### config.mk
export PLATFORM = sky130hd
export DESIGN_NAME = indicator_cfg_regs
export DESIGN_NICKNAME = d
export VERILOG_FILES = /design/src/shared/indicator_cfg_pkg.sv /design/src/indicator_cfg_regs.sv
export SDC_FILE = /design/constraint.sdc
export NUM_CORES = 1
export LEC_CHECK = 0
export BUFFER_PORTS_ARGS = -buffer_cell sky130_fd_sc_hd__buf_4
export CORE_UTILIZATION = 40
export DETAILED_ROUTE_END_ITERATION = 10
export HOLD_SLACK_MARGIN = 0.06
export SLEW_MARGIN = 20
export SYNTH_ARGS = -nofsm -noshare
export SYNTH_HDL_FRONTEND = slang
export SYNTH_SLANG_ARGS = --single-unit
export TNS_END_PERCENT = 50
### constraint.sdc
create_clock -name ref_clk -period 6.5 [get_ports ref_clk]
set_clock_uncertainty 0.15 [all_clocks]
set_input_delay 0.975 -clock ref_clk [delete_from_list [all_inputs] [get_ports ref_clk]]
set_output_delay 0.975 -clock ref_clk [all_outputs]
set_load 0.01 [all_outputs]
### src/shared/indicator_cfg_pkg.sv
package indicator_cfg_pkg;

    // ==========================================================
    // register indices and byte addresses
    // ==========================================================
    localparam logic [11:0] indicator_output_control_idx = 12'h469;
    localparam logic [11:0] line_polarity_override_idx   = 12'h475;
    localparam logic [11:0] monitor_period_config_idx    = 12'h480;
    localparam logic [11:0] monitor_run_control_idx      = 12'h481;
    localparam logic [13:0] indicator_output_control_addr = {indicator_output_control_idx, 2'b00};
    localparam logic [13:0] line_polarity_override_addr   = {line_polarity_override_idx, 2'b00};
    localparam logic [13:0] monitor_period_config_addr    = {monitor_period_config_idx, 2'b00};
    localparam logic [13:0] monitor_run_control_addr      = {monitor_run_control_idx, 2'b00};

    // ==========================================================
    // field positions
    // ==========================================================
    localparam int polarity_bit_2     = 10;
    localparam int ovr_value_bit_2    = 9;
    localparam int ovr_enable_bit_2   = 8;
    localparam int polarity_bit_1     = 6;
    localparam int ovr_value_bit_1    = 5;
    localparam int ovr_enable_bit_1   = 4;
    localparam int polarity_bit_0     = 2;
    localparam int ovr_value_bit_0    = 1;
    localparam int ovr_enable_bit_0   = 0;
    localparam int pol_value_bit      = 13;
    localparam int pol_force_bit      = 12;
    localparam int periodic_bit       = 1;
    localparam int start_bit          = 0;

    // ==========================================================
    // reset values
    // ==========================================================
    localparam logic [3:0]  period_reset        = 4'h2;
    localparam logic        periodic_reset      = 1'b1;
    localparam logic [13:0] run_ctrl_rsvd_reset = 14'h0028;
    localparam logic        third_pol_reset     = 1'b0;

    // ==========================================================
    // timing
    // ==========================================================
    localparam int clk_period_ns     = 100;
    localparam int period_unit_ms    = 16;
    localparam int period_unit_cyc   = period_unit_ms * 1000000 / clk_period_ns;

    // ==========================================================
    // bus responses
    // ==========================================================
    localparam logic [1:0] resp_okay   = 2'b00;
    localparam logic [1:0] resp_slverr = 2'b10;

    // ==========================================================
    // types
    // ==========================================================
    typedef enum logic [2:0] {
        mon_idle = 3'b001,
        mon_wait = 3'b010,
        mon_fire = 3'b100
    } mon_state_t;

    typedef struct packed {
        logic [2:0] polarity;
        logic [2:0] ovr_value;
        logic [2:0] ovr_enable;
    } indicator_cfg_t;

    typedef struct packed {
        logic [1:0] rsvd_hi;
        logic       pol_value;
        logic       pol_force;
        logic [11:0] rsvd_lo;
    } line_pol_t;

    typedef struct packed {
        indicator_cfg_t ind;
        line_pol_t      lpol;
        logic [3:0]     period;
        logic [13:0]    run_rsvd;
        logic           periodic;
        logic           start;
        mon_state_t     mon;
        logic [23:0]    unit_cnt;
        logic [3:0]     per_cnt;
        logic           mon_trig;
        logic [2:0]     light;
        logic           busy;
        logic           rev;
        logic [2:0]     act_s1;
        logic [2:0]     act_s2;
        logic [2:0]     act_s3;
        logic [2:0]     act_ok;
        logic [1:0]     strap_done;
        logic           aw_ok;
        logic [13:0]    aw_addr;
        logic           w_ok;
        logic [31:0]    w_data;
        logic [3:0]     w_strb;
        logic           bvalid;
        logic [1:0]     bresp;
        logic           arready;
        logic           rvalid;
        logic [31:0]    rdata;
        logic [1:0]     rresp;
    } state_t;

endpackage

### src/indicator_cfg_regs.sv
`timescale 1ns/10ps
module indicator_cfg_regs
(
    input  wire logic        ref_clk,
    input  wire logic        reset,
    input  wire logic [1:0]  strap_polarity,
    input  wire logic [2:0]  light_active,
    input  wire logic [13:0] s_axi_awaddr,
    input  wire logic        s_axi_awvalid,
    output logic             s_axi_awready,
    input  wire logic [31:0] s_axi_wdata,
    input  wire logic [3:0]  s_axi_wstrb,
    input  wire logic        s_axi_wvalid,
    output logic             s_axi_wready,
    output logic [1:0]       s_axi_bresp,
    output logic             s_axi_bvalid,
    input  wire logic        s_axi_bready,
    input  wire logic [13:0] s_axi_araddr,
    input  wire logic        s_axi_arvalid,
    output logic             s_axi_arready,
    output logic [31:0]      s_axi_rdata,
    output logic [1:0]       s_axi_rresp,
    output logic             s_axi_rvalid,
    input  wire logic        s_axi_rready,
    output logic [2:0]       status_light,
    output logic             auto_polarity_off,
    output logic             line_polarity_reversed,
    output logic             monitor_trigger,
    output logic             monitor_busy
);

    // ==========================================================
    // state
    // ==========================================================
    indicator_cfg_pkg::state_t st_reg;
    indicator_cfg_pkg::state_t st_next;

    logic        wr_go;
    logic [31:0] wr_val;
    logic [15:0] rd_val;
    logic        rd_hit;
    logic        wr_hit;
    logic        unit_tick;
    logic        start_wr;

    // ==========================================================
    // read mux
    // ==========================================================
    always_comb
    begin
        rd_val = 16'h0000;
        rd_hit = 1'b1;
        case (s_axi_araddr)
            indicator_cfg_pkg::indicator_output_control_addr:
            begin
                for (int i = 0; i < 3; i++)
                begin
                    rd_val[4*i+2] = st_reg.ind.polarity[i];
                    rd_val[4*i+1] = st_reg.ind.ovr_value[i];
                    rd_val[4*i]   = st_reg.ind.ovr_enable[i];
                end
            end
            indicator_cfg_pkg::line_polarity_override_addr:
                rd_val = st_reg.lpol;
            indicator_cfg_pkg::monitor_period_config_addr:
                rd_val = {12'h000, st_reg.period};
            indicator_cfg_pkg::monitor_run_control_addr:
                rd_val = {st_reg.run_rsvd, st_reg.periodic, st_reg.start};
            default:
                rd_hit = 1'b0;
        endcase
    end

    // ==========================================================
    // next state
    // ==========================================================
    always_comb
    begin
        st_next = st_reg;
        wr_val = 32'h0000_0000;
        for (int b = 0; b < 4; b++)
        begin
            wr_val[8*b +: 8] = st_reg.w_strb[b] ? st_reg.w_data[8*b +: 8] : 8'h00;
        end
        wr_go = st_reg.aw_ok && st_reg.w_ok && !st_reg.bvalid;
        wr_hit = (st_reg.aw_addr == indicator_cfg_pkg::indicator_output_control_addr)
              || (st_reg.aw_addr == indicator_cfg_pkg::line_polarity_override_addr)
              || (st_reg.aw_addr == indicator_cfg_pkg::monitor_period_config_addr)
              || (st_reg.aw_addr == indicator_cfg_pkg::monitor_run_control_addr);
        start_wr = 1'b0;
        unit_tick = (st_reg.unit_cnt == 24'(indicator_cfg_pkg::period_unit_cyc - 1));

        // write channel capture
        if (s_axi_awvalid && !st_reg.aw_ok)
        begin
            st_next.aw_ok = 1'b1;
            st_next.aw_addr = s_axi_awaddr;
        end
        if (s_axi_wvalid && !st_reg.w_ok)
        begin
            st_next.w_ok = 1'b1;
            st_next.w_data = s_axi_wdata;
            st_next.w_strb = s_axi_wstrb;
        end
        if (wr_go)
        begin
            st_next.aw_ok = 1'b0;
            st_next.w_ok = 1'b0;
            st_next.bvalid = 1'b1;
            st_next.bresp = wr_hit ? indicator_cfg_pkg::resp_okay
                                   : indicator_cfg_pkg::resp_slverr;
            if (st_reg.w_strb[0] || st_reg.w_strb[1])
            begin
                case (st_reg.aw_addr)
                    indicator_cfg_pkg::indicator_output_control_addr:
                    begin
                        for (int i = 0; i < 3; i++)
                        begin
                            if (st_reg.w_strb[(4*i)/8])
                            begin
                                st_next.ind.polarity[i]   = wr_val[4*i+2];
                                st_next.ind.ovr_value[i]  = wr_val[4*i+1];
                                st_next.ind.ovr_enable[i] = wr_val[4*i];
                            end
                        end
                    end
                    indicator_cfg_pkg::line_polarity_override_addr:
                    begin
                        if (st_reg.w_strb[0])
                            st_next.lpol[7:0] = wr_val[7:0];
                        if (st_reg.w_strb[1])
                            st_next.lpol[15:8] = wr_val[15:8];
                    end
                    indicator_cfg_pkg::monitor_period_config_addr:
                        if (st_reg.w_strb[0])
                            st_next.period = wr_val[3:0];
                    indicator_cfg_pkg::monitor_run_control_addr:
                    begin
                        if (st_reg.w_strb[0])
                        begin
                            st_next.periodic = wr_val[indicator_cfg_pkg::periodic_bit];
                            start_wr = wr_val[indicator_cfg_pkg::start_bit];
                        end
                        st_next.run_rsvd[5:0] = st_reg.w_strb[0] ? wr_val[7:2]
                                                                 : st_reg.run_rsvd[5:0];
                        st_next.run_rsvd[13:6] = st_reg.w_strb[1] ? wr_val[15:8]
                                                                  : st_reg.run_rsvd[13:6];
                    end
                    default:
                        st_next.bresp = indicator_cfg_pkg::resp_slverr;
                endcase
            end
        end
        if (st_reg.bvalid && s_axi_bready)
            st_next.bvalid = 1'b0;

        // read channel
        st_next.arready = 1'b0;
        if (s_axi_arvalid && st_reg.arready)
        begin
            st_next.rvalid = 1'b1;
            st_next.rdata = {16'h0000, rd_val};
            st_next.rresp = rd_hit ? indicator_cfg_pkg::resp_okay
                                   : indicator_cfg_pkg::resp_slverr;
        end
        else if (s_axi_arvalid && !st_reg.rvalid)
            st_next.arready = 1'b1;
        if (st_reg.rvalid && s_axi_rready)
            st_next.rvalid = 1'b0;

        // monitor sequencing
        st_next.mon_trig = 1'b0;
        st_next.start = 1'b0;
        if (start_wr)
            st_next.start = 1'b1;
        case (st_reg.mon)
            indicator_cfg_pkg::mon_idle:
            begin
                if (st_reg.start)
                    st_next.mon = indicator_cfg_pkg::mon_fire;
            end
            indicator_cfg_pkg::mon_fire:
            begin
                st_next.mon_trig = 1'b1;
                st_next.unit_cnt = 24'h000000;
                st_next.per_cnt = 4'h1;
                st_next.mon = st_reg.periodic ? indicator_cfg_pkg::mon_wait
                                              : indicator_cfg_pkg::mon_idle;
            end
            indicator_cfg_pkg::mon_wait:
            begin
                st_next.unit_cnt = unit_tick ? 24'h000000 : st_reg.unit_cnt + 24'h000001;
                if (!st_reg.periodic)
                    st_next.mon = indicator_cfg_pkg::mon_idle;
                else if (st_reg.start)
                    st_next.mon = indicator_cfg_pkg::mon_fire;
                else if (unit_tick)
                begin
                    st_next.per_cnt = st_reg.per_cnt + 4'h1;
                    if (st_reg.per_cnt >= st_reg.period)
                        st_next.mon = indicator_cfg_pkg::mon_fire;
                end
            end
            default:
                st_next.mon = indicator_cfg_pkg::mon_idle;
        endcase

        // strap catch after reset release
        st_next.strap_done = {st_reg.strap_done[0], 1'b1};
        if (st_reg.strap_done == 2'b01)
            st_next.ind.polarity[1:0] = strap_polarity;

        // indicator pin synchroniser and drive
        st_next.act_s1 = light_active;
        st_next.act_s2 = st_reg.act_s1;
        st_next.act_s3 = st_reg.act_s2;
        for (int i = 0; i < 3; i++)
        begin
            if (st_reg.act_s2[i] == st_reg.act_s3[i])
                st_next.act_ok[i] = st_reg.act_s3[i];
            if (st_reg.ind.ovr_enable[i])
                st_next.light[i] = st_reg.ind.ovr_value[i];
            else
                st_next.light[i] = st_reg.ind.polarity[i] ? st_reg.act_ok[i]
                                                          : !st_reg.act_ok[i];
        end
        st_next.busy = (st_next.mon != indicator_cfg_pkg::mon_idle);
        st_next.rev = st_next.lpol.pol_force && st_next.lpol.pol_value;
    end

    // ==========================================================
    // registers
    // ==========================================================
    always_ff @(posedge ref_clk)
    begin
        if (reset)
        begin
            st_reg <= '0;
            st_reg.ind.polarity[2] <= indicator_cfg_pkg::third_pol_reset;
            st_reg.period <= indicator_cfg_pkg::period_reset;
            st_reg.periodic <= indicator_cfg_pkg::periodic_reset;
            st_reg.run_rsvd <= indicator_cfg_pkg::run_ctrl_rsvd_reset;
            st_reg.mon <= indicator_cfg_pkg::mon_idle;
            st_reg.light <= 3'b111;
            st_reg.act_ok <= 3'b000;
        end
        else
            st_reg <= st_next;
    end

    // ==========================================================
    // outputs
    // ==========================================================
    assign s_axi_awready = !st_reg.aw_ok;
    assign s_axi_wready = !st_reg.w_ok;
    assign s_axi_bvalid = st_reg.bvalid;
    assign s_axi_bresp = st_reg.bresp;
    assign s_axi_arready = st_reg.arready;
    assign s_axi_rvalid = st_reg.rvalid;
    assign s_axi_rdata = st_reg.rdata;
    assign s_axi_rresp = st_reg.rresp;
    assign status_light = st_reg.light;
    assign auto_polarity_off = st_reg.lpol.pol_force;
    assign line_polarity_reversed = st_reg.rev;
    assign monitor_trigger = st_reg.mon_trig;
    assign monitor_busy = st_reg.busy;

endmodule // indicator_cfg_regs

==> results.json <==
{
  "status": "completed",
  "drive_gt1_share_pct": 17.5,
  "die_w_um": 131,
  "worst_pin_slew_ns": 0.893,
  "yosys_warnings": 0,
  "area_growth_pct": 17.6,
  "swShare_pct": 21.9,
  "post_drt_via_cell_ratio": 5.24,
  "initial_core_util_pct": 41.4,
  "path_clk_slew_ns": 0.06,
  "synth.distinct_cells": 63,
  "critPathArrivalTime_ns": 3.00,
  "power_leakage_nw": 3.18,
  "largest_reg_flops": 116,
  "finalWirelength_um": 15600,
  "period_needed_ns": 2.81,
  "drtIter0Drc": 258,
  "setup_violations": 0,
  "holdBufCountCts": 0,
  "post_cts_buffers": 0,
  "cp_slowest_cell": "or4b_1",
  "ys_ff_latch": 151,
  "drc": 0,
  "seqPwrFrac_pct": 46.4,
  "drt.antenna.violating_nets": 0,
  "nFillCells": 1578,
  "seq_area_um2": 3020,
  "timing.fmax_mhz": 356,
  "routedWlPerCell_um": 14.9,
  "die_h_um": 131,
  "core_area_um2": 16100,
  "rsz0062_at_grt": "no",
  "synthCells": 771,
  "hp-class": "register to register",
  "pwr-share-comb_pct": 5.9,
  "clkPwrFrac_pct": 47.7,
  "netlist_area_um2": 6680,
  "final_nets": 903,
  "ys.flop_type": "dfxtp_1",
  "cp_max_fo": 13,
  "die_area_um2": 17200,
  "end_kind": "register",
  "peakVddDrop_uv": 194,
  "fin_crit_sh_pct": 43.3,
  "cts-resized-gates": 0,
  "grtUsageTotal_pct": 18.4,
  "dr.pass1.iters": 4,
  "grt_max_degree": 69,
  "start_kind": "input pin",
  "num_vias": 5501,
  "hpwl_um": 10800,
  "cts_buffer_depth": 2,
  "ys_seq_area_share_pct": 45.3,
  "power_per_cell_area_nw_per_um2": 266,
  "max_stage_delay_ns": 0.62,
  "gr-total-overflow": 0,
  "cap_violations": 0,
  "async_reset_ff_share_pct": 0,
  "critical_path_class": "input pin to register",
  "ctsRootBufferMaster": "clkbuf_16",
  "synth.avg_cell_area_um2": 8.66,
  "io_buffers": 87,
  "fin_worst_hold_slack_ns": 0.303,
  "power.internal_w": 0.00163,
  "io_pins": 124,
  "slew_viol_final": 0,
  "grt_pass1_wl_um": 25400,
  "clock_latency_ns": 0.42,
  "switchingPower_w": 0.000457,
  "grt_pass1_vias": 5245,
  "hold_viol_final": 0,
  "num_antenna_cells": 0,
  "gp_congestion": 0.806,
  "antenna_found_initial": 0,
  "cts-htree-levels": 4,
  "numCtsBuffers": 17,
  "clock_sink_count": 151,
  "fin_tns_setup_ns": 0,
  "critical-path-top-delay-family": "simple AND/OR/NAND/NOR gates",
  "required_ns": 6.69,
  "crit_chain": "buf_4 > or4b_1 > and4bb_2 > and2_2 > o41ai_2 > a211oi_1",
  "rows": 46,
  "path_buf_inv": 1,
  "cts_tree": "built",
  "multi_input_area_um2": 3200,
  "slew_headroom_pct": 40.3,
  "synth_edf_count": 0
}
## stage by stage
step                total power (W)  worst slack [ns]  cells  util (%)  cell area (µm²)
global placement            0.00111              3.30   1018      45.0             7250
CTS                         0.00211              3.70   1049      48.7             7850
detailed placement          0.00111              3.25   1018      45.0             7250
global route                0.00216              3.55   1049      48.7             7850
floorplan                   0.00107              3.72    788         -             6740
finish                      0.00209              3.69   1049      48.7             7850
## cells in the mapped netlist (3+ instances only)
cell | number | share of area (%)
nor4b_1 | 3 | 0.39
and3_1 | 10 | 0.94
o21ai_0 | 25 | 1.9
dfxtp_1 | 151 | 45
a221oi_1 | 6 | 0.79
nor2_1 | 71 | 4.0
nor2b_1 | 12 | 1.1
or3_1 | 5 | 0.47
or2_2 | 4 | 0.37
nor4_1 | 7 | 0.66
a22oi_1 | 11 | 1.2
nand3_1 | 20 | 1.5
o211a_1 | 5 | 0.75
buf_2 | 8 | 0.60
mux2i_1 | 43 | 6.4
nand2b_1 | 9 | 0.84
a21oi_1 | 68 | 5.1
nor3_1 | 10 | 0.75
nand2_1 | 114 | 6.4
nand4_1 | 11 | 1.0
or3b_2 | 4 | 0.52
and2_1 | 5 | 0.47
buf_4 | 40 | 4.5
inv_1 | 14 | 0.79
nand3b_1 | 6 | 0.67
a211oi_1 | 9 | 1.0
o211ai_1 | 7 | 0.79
clkbuf_1 | 28 | 1.6
nor4_4 | 3 | 0.96
xor2_1 | 3 | 0.39
a31oi_1 | 12 | 1.1
ha_1 | 6 | 1.1
## cells in the final DEF, fill, tap and decap left out, types with 14 or more instances in the layout
master and count:
dfxtp_1 151, clkbuf_16 17, buf_4 93, mux2i_1 43
o21ai_0 25, nor2_1 71, inv_1 14, a21oi_1 68
nand2_1 114, conb_1 18, nand3_1 20
## power groups by stage
stage	clock (W)	combinational, W	sequential (W)
after CTS	0.00101	0.000125	0.000968
after floorplan	0	0.0000839	0.000982
after detailed placement	0	0.000124	0.000988
after global routing	0.00105	0.000138	0.000971
final	0.000996	0.000124	0.000968
after global placement	0	0.000121	0.000987
## area by class of cell
| class | instances | share of cell area [%] |
|---|---|---|
| Clock buffer | 22 | 6.04 |
| Clock inverter | 9 | 1.58 |
| Inverter | 15 | 0.717 |
| Multi-Input combinational cell | 543 | 40.8 |
| Sequential cell | 151 | 38.5 |
| Tap cell | 216 | 3.44 |
| Timing Repair Buffer | 93 | 8.89 |
## path summary, 6_finish.rpt
kind	startpoint	endpoint	slack (ns)	cells past startpoint
setup / recovery	s_axi_araddr[10]	s_axi_rdata[6]	3.69	6
hold / removal	st_reg[88]	st_reg[88]	0.30	2
setup reg to reg	st_reg[115]	st_reg[126]	3.97	7
hold reg to reg	st_reg[88]	st_reg[88]	0.30	2
## cells by family (layout without fill, tap and decap cells)
logic type	count (synthesis)	after routing	synth area share, %
adder cells (fa/ha/maj)	6	6	1.12
buffers and inverters	94	139	7.70
other	1	18	0.0562
AO/OA/AOI/OAI	155	155	14.3
flip-flops	151	151	45.3
XOR/XNOR	5	5	0.656
multiplexers	45	45	6.78
AND/OR/NAND/NOR	314	314	24.1
## worst min-delay path, stage by stage, from the launching register on
cell and delay (ns):
dfxtp_1 0.30, nand2_1 0.05, a21oi_1 0.05
## layer usage
layer	part of all wire (%)	vias to the layer above	track usage, %
li1	-	2756	-
met1	46	2593	22.2
met2	48	126	31.1
met3	4.1	26	3.74
met4	2.0	0	9.02
met5	0	-	0
No activity file was read; power rests on OpenSTA's default activity.
